==> config.mk <==
export PLATFORM = sky130hd
export DESIGN_NAME = status_word_trap_flags
export DESIGN_NICKNAME = d
export VERILOG_FILES = /design/src/hdl/stride_regs.v /design/src/hdl/status_word_trap_flags.v
export VERILOG_INCLUDE_DIRS = /design/src /design/src/hdl
export SDC_FILE = /design/constraint.sdc
export NUM_CORES = 1
export LEC_CHECK = 0
export BUFFER_PORTS_ARGS = -buffer_cell sky130_fd_sc_hd__clkbuf_2
export CORE_ASPECT_RATIO = 0.5
export CORE_MARGIN = 2
export CORE_UTILIZATION = 59
export CTS_CLUSTER_SIZE = 14
export DETAILED_ROUTE_END_ITERATION = 12
export HOLD_SLACK_MARGIN = 0.15
export PLACE_DENSITY_LB_ADDON = 0.05
export SETUP_SLACK_MARGIN = 0.2
export SYNTH_ARGS = -nofsm -noshare
export SYNTH_HDL_FRONTEND = slang
export SYNTH_SLANG_ARGS = --single-unit
==> constraint.sdc <==
create_clock -name clk_i -period 7.12 [get_ports clk_i]
set_input_delay 0.712 -clock clk_i [delete_from_list [all_inputs] [get_ports clk_i]]
set_output_delay 0.712 -clock clk_i [all_outputs]
set_load 0.01 [all_outputs]
==> src/hdl/status_word_defs.vh <==
`ifndef STATUS_WORD_DEFS_VH
`define STATUS_WORD_DEFS_VH
// ****************************************
// Register map (word byte addresses)
// ****************************************
`define ADR_STATUS_WORD 4'h0
`define ADR_STRIDE_ZERO 4'h4
`define ADR_STRIDE_ONE 4'h8
`define ADR_PRIV_FLAGS 4'hC
// ****************************************
// Status word bit positions
// ****************************************
`define B_ADDR_CARRY 31
`define B_ADDR_DZ 29
`define B_DATA_CARRY 23
`define B_SCALAR_DZ 21
`define B_DZ_TE 20
`define B_TINY 19
`define B_LARGE 18
`define B_BADOP 17
`define B_FDZ 16
`define B_FP_TE 15
`define B_TINY_TE 14
`define B_IEEE 13
`define B_ORDERED 12
`define B_INTR_ERR 11
`define B_INTR_TE 10
`define B_TTC 9
`define B_TIT 8
`define B_CC3 7
`define B_CC2 6
`define B_CAT 4
`define B_IEC_HI 3
`define B_IEC_LO 0
// Bits that software may write directly
`define SW_WR_MASK 32'hFFFF_FFDF
`define PSW_RESET 32'h0000_0000
`define ZERO32 32'h0000_0000
// ****************************************
// Intrinsic error codes
// ****************************************
`define IEC_SQRT_NEG 4'h0
`define IEC_EXP_OVF 4'h1
`define IEC_LOG_NPOS 4'h2
`define IEC_SIN_BIG 4'h6
`define IEC_COS_BIG 4'h7
// ****************************************
// Trap causes and misc
// ****************************************
`define CAUSE_NONE 3'h0
`define CAUSE_DZ 3'h1
`define CAUSE_FP 3'h2
`define CAUSE_TINY 3'h3
`define CAUSE_INTR 3'h4
`define FORK_TRACE_CODE 32'h0000_0800
`define RING_TOP 3'h0
`endif

==> src/hdl/stride_regs.v <==
`timescale 1ns/1ps
`include "status_word_defs.vh"
module stride_regs (
   input wire clk_i,
   input wire rst_i,
   input wire we_i,
   input wire wsel_i,
   input wire [31:0] wdata_i,
   input wire rsel_i,
   output reg [31:0] rdata_o,
   input wire [31:0] effa_i,
   output reg [31:0] pf_addr_zero_o,
   output reg [31:0] pf_addr_one_o
);
   reg [31:0] stride_r [0:1];
   genvar g;
   generate
      for (g = 0; g < 2; g = g + 1) begin : slot
         always @(posedge clk_i) begin
            if (rst_i) begin
               stride_r[g] <= `ZERO32;
            end else if (we_i && (wsel_i == g)) begin
               stride_r[g] <= wdata_i;
            end
         end
      end
   endgenerate
   always @(posedge clk_i) begin
      if (rst_i) begin
         rdata_o <= `ZERO32;
         pf_addr_zero_o <= `ZERO32;
         pf_addr_one_o <= `ZERO32;
      end else begin
         rdata_o <= stride_r[rsel_i];
         pf_addr_zero_o <= effa_i + stride_r[0];
         pf_addr_one_o <= effa_i + stride_r[1];
      end
   end
endmodule

==> src/hdl/status_word_trap_flags.v <==
// Contract
// - Divide-zero enable with integer divzero flag traps
// - Underflow sets sticky flag until cleared
// - Overflow sets sticky flag until cleared
// - Bad operand sets sticky flag
// - Float divide by zero sets sticky flag
// - Float enable with float flags traps
// - Underflow enable with underflow flag traps
// - Underflow always yields exact zero result
// - Format bit selects IEEE or native arithmetic
// - Ordered-store bit forces in-order store commit
// - Intrinsic error sets flag and code
// - Intrinsic enable with flag traps
// - Concurrency trace traps around idle state
// - Fork setup bit gives trace trap, code
// - Extended compares write, branches test condition bits
// - Bad comm address sets sticky flag, violation
// - Comm flag cleared in handler frame copy
// - New intrinsic error replaces old code
// - Intrinsic error code encodings fixed
// - Stride loads prefetch effective address plus stride
// - Enable/disable instructions set/clear interrupt flag
// - Vector-saved load only in top ring
// - Vector-saved test copies flag to carry
// - Scalar carry at bit 23 from arithmetic
//
// Added by the designer: the Wishbone interface to the registers and the placing of the registers.
`timescale 1ns/1ps
`include "status_word_defs.vh"
module status_word_trap_flags (
   input wire clk_i,
   input wire rst_i,
   // Classic Wishbone slave
   input wire cyc_i,
   input wire stb_i,
   input wire we_i,
   input wire [3:0] adr_i,
   input wire [3:0] sel_i,
   input wire [31:0] dat_i,
   output reg [31:0] dat_o,
   output reg ack_o,
   // Execution unit events, one instruction per retire pulse
   input wire retire_i,
   input wire ev_tiny_i,
   input wire ev_large_i,
   input wire ev_badop_i,
   input wire ev_fdz_i,
   input wire ev_sdz_i,
   input wire ev_adz_i,
   input wire ev_intr_err_i,
   input wire [3:0] ev_intr_code_i,
   input wire ev_data_carry_we_i,
   input wire ev_data_carry_i,
   input wire ev_cc_we_i,
   input wire ev_cc3_i,
   input wire ev_cc2_i,
   input wire ev_comm_bad_i,
   input wire idle_enter_i,
   input wire idle_leave_i,
   input wire fork_accept_i,
   input wire fork_setup_bit_i,
   input wire irq_enable_op_i,
   input wire irq_disable_op_i,
   input wire vsaved_load_i,
   input wire vsaved_src_i,
   input wire [2:0] ring_i,
   input wire vsaved_test_i,
   input wire trap_ack_i,
   input wire [31:0] effa_i,
   // Outputs to units and trap sequencer
   output reg [31:0] status_word_o,
   output reg ieee_mode_o,
   output reg ordered_store_o,
   output reg force_zero_o,
   output reg cc3_o,
   output reg cc2_o,
   output reg arith_trap_o,
   output reg [2:0] arith_cause_o,
   output reg trace_trap_o,
   output reg fork_trap_o,
   output reg [31:0] fork_code_o,
   output reg ring_violation_o,
   output reg [31:0] frame_word_o,
   output reg external_irq_enable_o,
   output reg vector_saved_flag_o,
   output reg [31:0] pf_addr_zero_o,
   output reg [31:0] pf_addr_one_o
);
   // ****************************************
   // Status word and privileged flags
   // ****************************************
   reg [31:0] psw_r;
   reg [31:0] psw_nxt;
   reg irq_en_r;
   reg vsaved_r;
   reg [31:0] wmask;
   wire bus_req = cyc_i && stb_i && !ack_o;
   wire psw_wr = bus_req && we_i && (adr_i == `ADR_STATUS_WORD);
   integer k;
   always @* begin
      for (k = 0; k < 4; k = k + 1) begin
         wmask[k*8 +: 8] = {8{sel_i[k]}};
      end
   end
   always @* begin
      psw_nxt = psw_r;
      // Software write first so hardware events win over a clear
      if (psw_wr) begin
         psw_nxt = (psw_r & ~(wmask & `SW_WR_MASK)) | (dat_i & wmask & `SW_WR_MASK);
      end
      if (retire_i) begin
         if (ev_tiny_i) psw_nxt[`B_TINY] = 1'b1;
         if (ev_large_i) psw_nxt[`B_LARGE] = 1'b1;
         if (ev_badop_i) psw_nxt[`B_BADOP] = 1'b1;
         if (ev_fdz_i) psw_nxt[`B_FDZ] = 1'b1;
         if (ev_sdz_i) psw_nxt[`B_SCALAR_DZ] = 1'b1;
         if (ev_adz_i) psw_nxt[`B_ADDR_DZ] = 1'b1;
         if (ev_intr_err_i) begin
            // Old code dropped, latest error kept
            psw_nxt[`B_IEC_HI:`B_IEC_LO] = ev_intr_code_i;
            psw_nxt[`B_INTR_ERR] = 1'b1;
         end
         if (ev_data_carry_we_i) psw_nxt[`B_DATA_CARRY] = ev_data_carry_i;
         if (ev_cc_we_i) begin
            psw_nxt[`B_CC3] = ev_cc3_i;
            psw_nxt[`B_CC2] = ev_cc2_i;
         end
         if (vsaved_test_i) psw_nxt[`B_DATA_CARRY] = vsaved_r;
      end
      // Sticky until the sequencer recognizes the trap
      if (trap_ack_i && psw_r[`B_CAT]) psw_nxt[`B_CAT] = 1'b0;
      if (ev_comm_bad_i) psw_nxt[`B_CAT] = 1'b1;
   end
   always @(posedge clk_i) begin
      if (rst_i) begin
         psw_r <= `PSW_RESET;
         irq_en_r <= 1'b0;
         vsaved_r <= 1'b0;
      end else begin
         psw_r <= psw_nxt;
         if (irq_enable_op_i) begin
            irq_en_r <= 1'b1;
         end else if (irq_disable_op_i) begin
            irq_en_r <= 1'b0;
         end
         // Outer rings see a no-op
         if (vsaved_load_i && ring_i == `RING_TOP) begin
            vsaved_r <= vsaved_src_i;
         end
      end
   end
   // ****************************************
   // Trap evaluation after flag update
   // ****************************************
   reg [2:0] cause;
   always @* begin
      cause = `CAUSE_NONE;
      // Fixed priority: one request per instruction
      if (psw_nxt[`B_INTR_TE] && psw_nxt[`B_INTR_ERR]) begin
         cause = `CAUSE_INTR;
      end else if (psw_nxt[`B_FP_TE] && (psw_nxt[`B_LARGE] | psw_nxt[`B_BADOP] | psw_nxt[`B_FDZ])) begin
         cause = `CAUSE_FP;
      end else if (psw_nxt[`B_TINY_TE] && psw_nxt[`B_TINY]) begin
         cause = `CAUSE_TINY;
      end else if (psw_nxt[`B_DZ_TE] && (psw_nxt[`B_SCALAR_DZ] | psw_nxt[`B_ADDR_DZ])) begin
         cause = `CAUSE_DZ;
      end
   end
   always @(posedge clk_i) begin
      if (rst_i) begin
         arith_trap_o <= 1'b0;
         arith_cause_o <= `CAUSE_NONE;
         trace_trap_o <= 1'b0;
         fork_trap_o <= 1'b0;
         fork_code_o <= `ZERO32;
         ring_violation_o <= 1'b0;
         frame_word_o <= `ZERO32;
         force_zero_o <= 1'b0;
      end else begin
         // Pulses once per retired instruction only
         arith_trap_o <= retire_i && (cause != `CAUSE_NONE);
         arith_cause_o <= retire_i ? cause : `CAUSE_NONE;
         trace_trap_o <= psw_r[`B_TTC] && (idle_enter_i || idle_leave_i);
         fork_trap_o <= fork_accept_i && fork_setup_bit_i;
         fork_code_o <= (fork_accept_i && fork_setup_bit_i) ? `FORK_TRACE_CODE : `ZERO32;
         ring_violation_o <= ev_comm_bad_i;
         frame_word_o <= psw_r & ~(32'h0000_0001 << `B_CAT);
         force_zero_o <= retire_i && ev_tiny_i;
      end
   end
   // ****************************************
   // Mode bit outputs
   // ****************************************
   always @(posedge clk_i) begin
      if (rst_i) begin
         status_word_o <= `PSW_RESET;
         ieee_mode_o <= 1'b0;
         ordered_store_o <= 1'b0;
         cc3_o <= 1'b0;
         cc2_o <= 1'b0;
         external_irq_enable_o <= 1'b0;
         vector_saved_flag_o <= 1'b0;
      end else begin
         status_word_o <= psw_nxt;
         ieee_mode_o <= psw_nxt[`B_IEEE];
         ordered_store_o <= psw_nxt[`B_ORDERED];
         cc3_o <= psw_nxt[`B_CC3];
         cc2_o <= psw_nxt[`B_CC2];
         external_irq_enable_o <= irq_en_r;
         vector_saved_flag_o <= vsaved_r;
      end
   end
   // ****************************************
   // Stride registers and bus slave
   // ****************************************
   wire stride_hit = (adr_i == `ADR_STRIDE_ZERO) || (adr_i == `ADR_STRIDE_ONE);
   wire stride_one = (adr_i == `ADR_STRIDE_ONE);
   wire [31:0] stride_rdata;
   wire [31:0] pf0;
   wire [31:0] pf1;
   stride_regs u_stride (
      .clk_i(clk_i),
      .rst_i(rst_i),
      .we_i(bus_req && we_i && stride_hit && (sel_i == 4'hF)),
      .wsel_i(stride_one),
      .wdata_i(dat_i),
      .rsel_i(stride_one),
      .rdata_o(stride_rdata),
      .effa_i(effa_i),
      .pf_addr_zero_o(pf0),
      .pf_addr_one_o(pf1)
   );
   // Stride read data is registered, so ack comes two cycles after request
   reg pend_r;
   always @(posedge clk_i) begin
      if (rst_i) begin
         pend_r <= 1'b0;
         ack_o <= 1'b0;
         dat_o <= `ZERO32;
         pf_addr_zero_o <= `ZERO32;
         pf_addr_one_o <= `ZERO32;
      end else begin
         pf_addr_zero_o <= pf0;
         pf_addr_one_o <= pf1;
         ack_o <= 1'b0;
         pend_r <= 1'b0;
         if (bus_req && !pend_r) begin
            pend_r <= 1'b1;
         end else if (bus_req && pend_r) begin
            ack_o <= 1'b1;
            case (adr_i)
               `ADR_STATUS_WORD: dat_o <= psw_r;
               `ADR_STRIDE_ZERO: dat_o <= stride_rdata;
               `ADR_STRIDE_ONE: dat_o <= stride_rdata;
               `ADR_PRIV_FLAGS: dat_o <= {30'h0000_0000, vsaved_r, irq_en_r};
               default: dat_o <= `ZERO32;
            endcase
         end
      end
   end
endmodule

Word level (Yosys, flattened, before mapping)
Memories as Yosys holds them, arrays and structs flattened. A register that Yosys moved wholly into a read port is not among the register bits. Cells that the tools add are included.

Add/subtract/negate cells: 2. Multiply operators: 0. Divide/modulo/power cells: 0. $lt $le $gt $ge: 0. Equality and inequality tests: 4. Shift operators: 0. Multiplexer cells: 41. Bitwise gates (word level): 12. Reduce and logical (&&, ||, !) cells: 33.

Operators by type and width (count): $pmux W32 S3 (1); $add A32 B32 Y32 (2); $and A32 B32 Y32 (2); $mux W32 (2); $not A32 Y32 (1); $or A32 B32 Y32 (1); $mux W30 (1); $mux W1 (28); $logic_and A1 B1 Y1 (20); $eq A4 B4 Y1 const B (3); $mux W12 (1); $mux W4 (3); $mux W2 (4); $reduce_bool A3 Y1 (2); $reduce_or A2 Y1 (3); $or A1 B1 Y1 (5); $eq A4 B3 Y1 const B (1); $logic_not A4 Y1 (1); $logic_not A3 Y1 (1); $mux W3 (1); $not A1 Y1 (3); $logic_not A1 Y1 (2); $logic_or A1 B1 Y1 (2); $reduce_and A2 Y1 (1); $reduce_bool A2 Y1 (1).

Flip-flop bits (word level): 274. Latch bits: 0. Memory bits (writable): 64. Bits in read-only memories: 0. Bits of input ports: 108. Output and inout bits: 207. Word-level logic and storage cells: 120. Memories: 1.

Memories: u_stride.stride_r (words 2, width 32, read ports 3, clocked after memory_dff 1, write ports 2, RTL line stride_regs.v:15) `reg [31:0] stride_r [0:1];`.

Depth between registers and ports, before layout
Gate-level depths: netlist of the first run.

Depth in word-level cells: 15. Gate-level depth with buffers: 11. Mapped depth without buffers: 11.

Cells and area by module
A second synthesis of the first run with hierarchy kept.

Cell total of the unflattened synthesis: 1450. Area total of the unflattened synthesis: 14677.8 um^2.

Modules (own cells, without submodules): stride_regs (instances 1, cells an instance 877, area each 8704.6 um^2, seq. area each 3843.7 um^2); status_word_trap_flags (instances 1, cells an instance 573, area each 5973.2 um^2, seq. area each 3423.3 um^2).

Least setup slack after synthesis of the first run
No wires, ideal clock.

Path kind: input to register. From: input effa_i[0]. To: register u_stride.pf_addr_zero_o[30]. Library setup time: 0.121 ns. Arrival: 2.807 ns. Data required time: 6.999 ns. Slack: 4.192 ns. Cell stages on the path: 11. Buffers on the path: 0. Path through: ha_1 > inv_1 > fa_1 > nor2b_1 > o31ai_1 > a21oi_1 > o21ai_0 > a211oi_1 > o21ai_0 > o41ai_1 > mux2_2.

Word-level cells in the longest chain between the ends: 1.

RTL lines: start, declared (RTL line status_word_trap_flags.v:69) `input wire [31:0] effa_i,`; $add A32 B32 Y32 (RTL line stride_regs.v:35) `pf_addr_zero_o <= effa_i + stride_r[0];`; end signal, assigned (RTL line stride_regs.v:31) `` pf_addr_zero_o <= `ZERO32; ``; end signal, assigned (RTL line stride_regs.v:35); end, declared (RTL line stride_regs.v:12) `output reg [31:0] pf_addr_zero_o,`.

Every way passes these cells. A chain may end at the register's enable or synchronous reset.

==> impl_metrics.ini, run 1 <==
[run_status]
outcome = finished, final reports clean

[clock_network]
htree_levels = 1
clk_root_buffer_cell = clkbuf_16
postCtsSetupRepairBufs = 0
clock_latency_ns = 0.58
cts.hold.buffers_added = 0
worst_setup_hold_path_clk_slew_ns = 0.07
cts_made_buffers = 28
clock_path_buffers = 3
clock_tree_from_tritoncts = done
cts-resized-gates = 0
clkSinkCount = 331

[floorplanning]
die_width_um = 225
placeableCoreArea_um2 = 24000
die_y_um = 114
core.rowCount = 40
ios = 315
start_util = 0.599
floorplan.die_area_um2 = 25700

[setup_path]
crit_buf_inv = 1
crit_chain = ha_1, inv_1, fa_1, nor2b_1, o2111ai_1, a21oi_1, o41ai_2, o31ai_1, a31oi_1, xor2_1, nor2_1
biggest_cell_delay_along_the_critical_path_ns = 0.68
worstRegToRegCells = 11
crit_required_ns = 7.53
worstPathMaxFanout = 5
worst_r2r_endpoint = u_stride.pf_addr_one_o[26]$_SDFF_PP0_
cpLargestDelayFamily = compound AO/OA/AOI/OAI gates
timing_worst_setup_path_type = flip-flop to flip-flop
reg2reg_slack_ns = 3.91
critical_path.startpoint_type = flip-flop
worst-endpoint-arrival_ns = 3.62
critPathSlowestCell = o31ai_1
critical_path.endpoint_type = flip-flop
r2r_start = u_stride.stride_r[1][0]$_SDFFCE_PN0P_

[worst_hold_path]
hold_depth = 3
holdPathEnd = irq_en_r$_SDFFE_PP0P_
worst_hold_path_type = input port to flip-flop
hp_start = irq_enable_op_i

[routing]
first_iter_violations = 1390
routed-via-count = 12000
detailedRoute.firstPassIterationCount = 6
average_routed_wire_per_standard_cell_um = 19.8
ant_nets = 0
drt-total-wl_mm = 41.6
via_per_inst = 5.72
drc_errors = 0

[logic_synthesis]
async_flop_share = 0
synth.ff_latch_count = 331
synth_flop_cell = dfxtp_1
post_synth_inst_count = 1533
netlist_top_cells_area = dfxtp_1 (37%), edfxtp_1 (13%), ha_1 (5.4%)
synth_enable_flop_cells = 64
synth.cell_area_um2 = 14400
top_cell_type_s_share_of_synthesized_area = 0.372
distinct_cell_type_count_of_the_synthesized_netlist = 67
post_synth.cell_area_avg_um2 = 9.37
yosysWarnings = 0
synth_top_cell_by_area = dfxtp_1
yosysSeqAreaShare = 0.506

[placement]
routabilityCongestion = 0.953
preCtsSetupSlack_ns = 3.56
post_dp_cell_area_um2 = 15800
placement.io_buffers = 280
detailedPlacementHpwl_mm = 31.7
placed_cells = 2058

[timing]
final-setup-viol-count = 0
timing.setup.tns_ns = 0
tightest_slew_ns = 1.25
grt_setup_unrepaired = no
max_slew_margin = 0.163
max_freq_mhz = 312
min_setup_slack_post_route_ns = 3.91
finalHoldViolations = 0
pins_over_their_slew_limit = 0
timing.clock.skew_ns = 0.0272
layout_min_cycle_time_ns = 3.21
post-route-period-util = 0.450

[layout]
final_cells = 2102
post-route-util = 0.693
post_route_cells_drive_above_1_share = 0.193
nets = 1945
fillCellCount = 1887
area_delta_synth_final_pct = 15.7
final_cell_area_um2 = 16600

[pwr]
vdd_ir_drop_max_uv = 193
power_density_nw_per_um2 = 247
leakage_power_nw = 7.24

[global_route]
initial_antenna_violation_count = 0
global_route.overflow_total = 0
first_global_vias = 10800
grt_pass1_wl_mm = 62.2
largest_net_degree_at_the_start_of_global_routing = 107
grt.total_usage = 0.318

[run]
drv.max_cap_violation_count = 0
[area by class of cell]
cell class,instances,area (um2),area share
multi-input combinational,1111,6600,0.398
tap,315,394,0.0237
antenna,1,2.50,0.000151
timing repair buffer,290,1490,0.0894
sequential,331,7270,0.437
clock buffer,39,773,0.0465
clock inverter,4,45.0,0.00271
inverter,11,41.3,0.00249
[routing by layer]
layer / global-route usage / vias to the layer above / part of all wire
met4: 0.0552 / 0 / 0.017
met3: 0.0677 / 48 / 0.11
met5: 0 / - / 0
met1: 0.507 / 5707 / 0.48
li1: - / 5665 / -
met2: 0.443 / 609 / 0.40
[how the worst max path moves through the flow]
| stage | end | cells after the start | slack, ns | from |
|---|---|---|---|---|
| finish | u_stride.pf_addr_one_o[26]$_SDFF_PP0_ | 11 | 3.91 | u_stride.stride_r[1][0]$_SDFFCE_PN0P_ |
| global route | u_stride.pf_addr_zero_o[30]$_SDFF_PP0_ | 11 | 3.79 | u_stride.stride_r[0][0]$_SDFFCE_PN0P_ |
| CTS | u_stride.pf_addr_one_o[26]$_SDFF_PP0_ | 11 | 4.03 | u_stride.stride_r[1][0]$_SDFFCE_PN0P_ |
| detailed placement | u_stride.pf_addr_one_o[28]$_SDFF_PP0_ | 6 | 3.56 | rst_i |
| global placement | u_stride.pf_addr_one_o[28]$_SDFF_PP0_ | 6 | 3.65 | rst_i |
| floorplan | u_stride.pf_addr_zero_o[30]$_SDFF_PP0_ | 11 | 4.19 | effa_i[0] |
[metrics by stage]
step | total power [W] | hold WS, ns
floorplan | 0.00251 | 0.414
global placement | 0.00270 | 0.419
detailed placement | 0.00271 | 0.423
CTS | 0.00411 | 0.336
global route | 0.00426 | 0.355
finish | 0.00411 | 0.347
[tightest hold or removal path: stages]
cell	delay, ns
clkbuf_2	0.07
a21oi_1	0.03
nor2_1	0.07
[placed cells by master (no fill, tap or decap), drive strengths merged, types with 3 or more instances in the layout]
master  instances
nor4b           4
xnor2          27
conb           34
xor2           22
a211oi          8
a221oi          4
inv            11
and3           14
nor2          175
and2           77
edfxtp         64
o21bai          5
nor3           20
clkinv          4
buf            10
clkbuf        319
nand2b          7
nand4          10
a311oi          6
a21oi         145
o21a            9
a21o           28
o31ai           4
a22oi          30
nand3          22
mux2            5
a21boi          4
o21ai          40
or3             4
ha             62
mux2i           5
nand2         172
o211ai          5
nor3b           3
a211o           3
a31oi          14
dfxtp         267
nor4            7
nor2b         111
[cell families (layout without fill, tap and decap cells)]
kind of cell	Yosys count	count (layout)	synth area share
AND/OR/NAND/NOR	629	629	0.212
multiplexers	10	10	0.00740
XOR/XNOR	49	49	0.0299
flip-flops	331	331	0.506
AO/OA/AOI/OAI	325	325	0.144
buffers and inverters	124	344	0.0436
other	1	35	0.000261
adder cells (fa/ha/maj)	64	64	0.0568
[synth_stat cells, types with 4 or more instances]
master and instances:
o21ai_0 37, a21o_1 27, o21bai_1 5, nor3_1 20, clkbuf_1 61, a211oi_1 7
a21oi_1 145, mux2_2 5, xnor2_1 27, buf_2 9, nand3_1 22, nor2b_1 111
or3_1 4, mux2i_1 5, a22oi_1 30, and2_1 76, dfxtp_1 267, nand4_1 10
buf_4 40, nand2b_1 7, inv_1 11, and3_1 14, o31ai_1 4, o211ai_1 5
edfxtp_1 64, nor2_1 175, ha_1 62, nor4b_1 4, a221oi_1 4, a31oi_1 11
a311oi_1 6, nand2_1 172, nor4_1 6, xor2_1 22, o21a_1 9
[registers in the layout, summed over array words and instances (netlist names), 3 cells and up, named ones only]
| name | flops |
|---|---|
| u_stride.stride_r | 64 |
| pf_addr_zero_o | 32 |
| arith_cause_o | 3 |
| u_stride.pf_addr_zero_o | 32 |
| dat_o | 32 |
| u_stride.rdata_o | 32 |
| status_word_o | 19 |
| frame_word_o | 30 |
| u_stride.pf_addr_one_o | 32 |
| pf_addr_one_o | 32 |
[power breakdown]
group | internal, W | total [W] | switching (W)
registers | 0.00203 | 0.00209 | 0.0000612
clock network | 0.000754 | 0.00142 | 0.000669
logic | 0.000237 | 0.000598 | 0.000360
total | 0.00302 | 0.00411 | 0.00109
Note: power is estimated with default switching activity, not from simulation.
==> run 2, diff against run 1 <==
Settings changed: CORE_UTILIZATION 59 to 49.
Clock period 7.12 ns to 2.6 ns, I/O delays scaled along.
==> impl_metrics.ini, run 2 (same netlist as run 1, synthesis figures left out) <==
[run_status]
outcome = finished, violations left
violated_checks = setup timing

[pwr]
power_density_nw_per_um2 = 646
totalPowerFinal_w = 0.0125
leakage_power_nw = 8.29
vdd_ir_drop_max_uv = 539

[layout]
registers.top_by_ff_count = u_stride.stride_r
area_delta_synth_final_pct = 34.7
final_cell_area_um2 = 19300
nets = 2124
most_common_library_cell_in_the_layout_ignoring_fill_and_taps = clkbuf_2
final_cells = 2364
fillCellCount = 2350
layout_common_cells = clkbuf_2 (279), dfxtp_1 (267), nor2_1 (172)
post_route_cells_drive_above_1_share = 0.284
largest_reg_flops = 64

[routing]
average_routed_wire_per_standard_cell_um = 19.9
detailedRoute.firstPassIterationCount = 5
routed-via-count = 12700
via_per_inst = 5.37
drc_errors = 0
first_iter_violations = 1440
ant_nets = 0
drt-total-wl_mm = 47.0

[clock_network]
clock_tree_from_tritoncts = done
cts_made_buffers = 30
htree_levels = 1
clock_path_buffers = 3
clkSinkCount = 331
worst_setup_hold_path_clk_slew_ns = 0.07
clock_latency_ns = 0.59
clk_root_buffer_cell = clkbuf_16

[global_route]
grt.total_usage = 0.295
initial_antenna_violation_count = 2
largest_net_degree_at_the_start_of_global_routing = 117
grt_pass1_wl_mm = 69.5
first_global_vias = 11700
global_route.overflow_total = 0

[floorplanning]
die_y_um = 125
placeableCoreArea_um2 = 28900
core.rowCount = 44
die_width_um = 246
floorplan.die_area_um2 = 30800
ios = 315
start_util = 0.497

[setup_path]
worstRegToRegCells = 10
worst_r2r_endpoint = u_stride.pf_addr_zero_o[29]$_SDFF_PP0_
crit_chain = ha_4, buf_6, a211oi_2, o21ai_1, o31a_1, a211o_1, a311o_4, a31oi_4, xor2_1, nor2_1
worstPathMaxFanout = 4
critPathSlowestCell = a311o_4
reg2reg_slack_ns = -0.03
critical_path.endpoint_type = flip-flop
timing_worst_setup_path_type = flip-flop to flip-flop
biggest_cell_delay_along_the_critical_path_ns = 0.45
crit_buf_inv = 1
r2r_start = u_stride.stride_r[0][0]$_SDFFCE_PN0P_
crit_required_ns = 3.02
critical_path.startpoint_type = flip-flop
worst-endpoint-arrival_ns = 3.05
cpLargestDelayFamily = compound AO/OA/AOI/OAI gates

[placement]
placed_cells = 2198
routabilityCongestion = 0.944
placement.io_buffers = 280
detailedPlacementHpwl_mm = 34.3
post_dp_cell_area_um2 = 16500

[timing]
max_freq_mhz = 380
layout_min_cycle_time_ns = 2.63
pins_over_their_slew_limit = 0
grt_setup_unrepaired = yes
final-setup-viol-count = 2
finalHoldViolations = 0
timing.clock.skew_ns = 0.0246
timing.setup.tns_ns = -0.0327
max_slew_margin = 0.403
min_setup_slack_post_route_ns = -0.0295
tightest_slew_ns = 0.895
post-route-period-util = 1.01

[worst_hold_path]
hp_start = effa_i[0]
hold_depth = 3
holdPathEnd = u_stride.pf_addr_zero_o[0]$_SDFF_PP0_
worst_hold_path_type = input port to flip-flop

[run]
drv.max_cap_violation_count = 0
[run 2: cell count changes in the layout (fill, tap and decap cells not counted), sizes merged]
cell and delta:
clkinv -1, inv +1, bufinv +1, buf +95, clkbuf +8, dlygate4sd3 +82
[run 2: worst max-delay path by stage]
stage,slack [ns],cells past startpoint,endpoint,start
global route,-0.10,10,u_stride.pf_addr_zero_o[29]$_SDFF_PP0_,u_stride.stride_r[0][0]$_SDFFCE_PN0P_
floorplan,0.12,9,u_stride.pf_addr_zero_o[29]$_SDFF_PP0_,u_stride.stride_r[0][1]$_SDFFCE_PN0P_
finish,-0.03,10,u_stride.pf_addr_zero_o[29]$_SDFF_PP0_,u_stride.stride_r[0][0]$_SDFFCE_PN0P_
CTS,-0.01,9,u_stride.pf_addr_zero_o[29]$_SDFF_PP0_,u_stride.stride_r[0][1]$_SDFFCE_PN0P_
detailed placement,-0.21,11,u_stride.pf_addr_one_o[30]$_SDFF_PP0_,u_stride.stride_r[1][0]$_SDFFCE_PN0P_
global placement,-0.09,13,u_stride.pf_addr_one_o[26]$_SDFF_PP0_,effa_i[0]
[run 2: metrics by stage]
| step | utilization | hold slack, ns | setup slack, ns |
|---|---|---|---|
| after floorplan | - | 0.370 | 0.120 |
| after global placement | 0.569 | 0.416 | -0.0915 |
| after detailed placement | 0.569 | 0.420 | -0.208 |
| after CTS | 0.646 | 0.150 | -0.0101 |
| after global routing | 0.669 | 0.156 | -0.101 |
| final | 0.669 | 0.145 | -0.0295 |
[run 2: area by class of cell]
| cell class | instances | area [um2] | area share |
|---|---|---|---|
| multi-input cells | 1111 | 7430 | 0.384 |
| flip-flops and latches | 331 | 7270 | 0.376 |
| repair buffers | 467 | 3110 | 0.161 |
| clock buffers | 47 | 928 | 0.0480 |
| well taps | 391 | 489 | 0.0253 |
| clock inverters | 5 | 78.8 | 0.00408 |
| inverters | 11 | 41.3 | 0.00213 |
| diodes | 1 | 2.50 | 0.000129 |
[run 2: power by group]
part | internal [W] | switching, W
Sequential | 0.00555 | 0.000175
Clock | 0.00256 | 0.00199
Combinational | 0.00101 | 0.00120
[run 2: repair_timing]
item / in CTS / in global routing
endpoints found under the setup margin: 29 / 55
hold buffers: 82 / 0
endpoints found under the hold margin: 123 / 0
pin swaps: 15 / 35
gates resized for setup: 50 / 109
buffers inserted: 18 / 13
[run 2: per-layer routing]
layer / GRT usage / up-vias / routed length (um)
met4: 0.0449 / 0 / 561
met2: 0.396 / 616 / 18500
li1: - / 6034 / -
met1: 0.477 / 5987 / 23000
met3: 0.0704 / 50 / 4950
met5: 0 / - / 0
[run 2: tightest hold or removal path, delay by kind of cell]
family,cells,cell delay (ns)
buf+inv,1,0.16
fa+ha+maj,1,0.16
simple gates,1,0.11
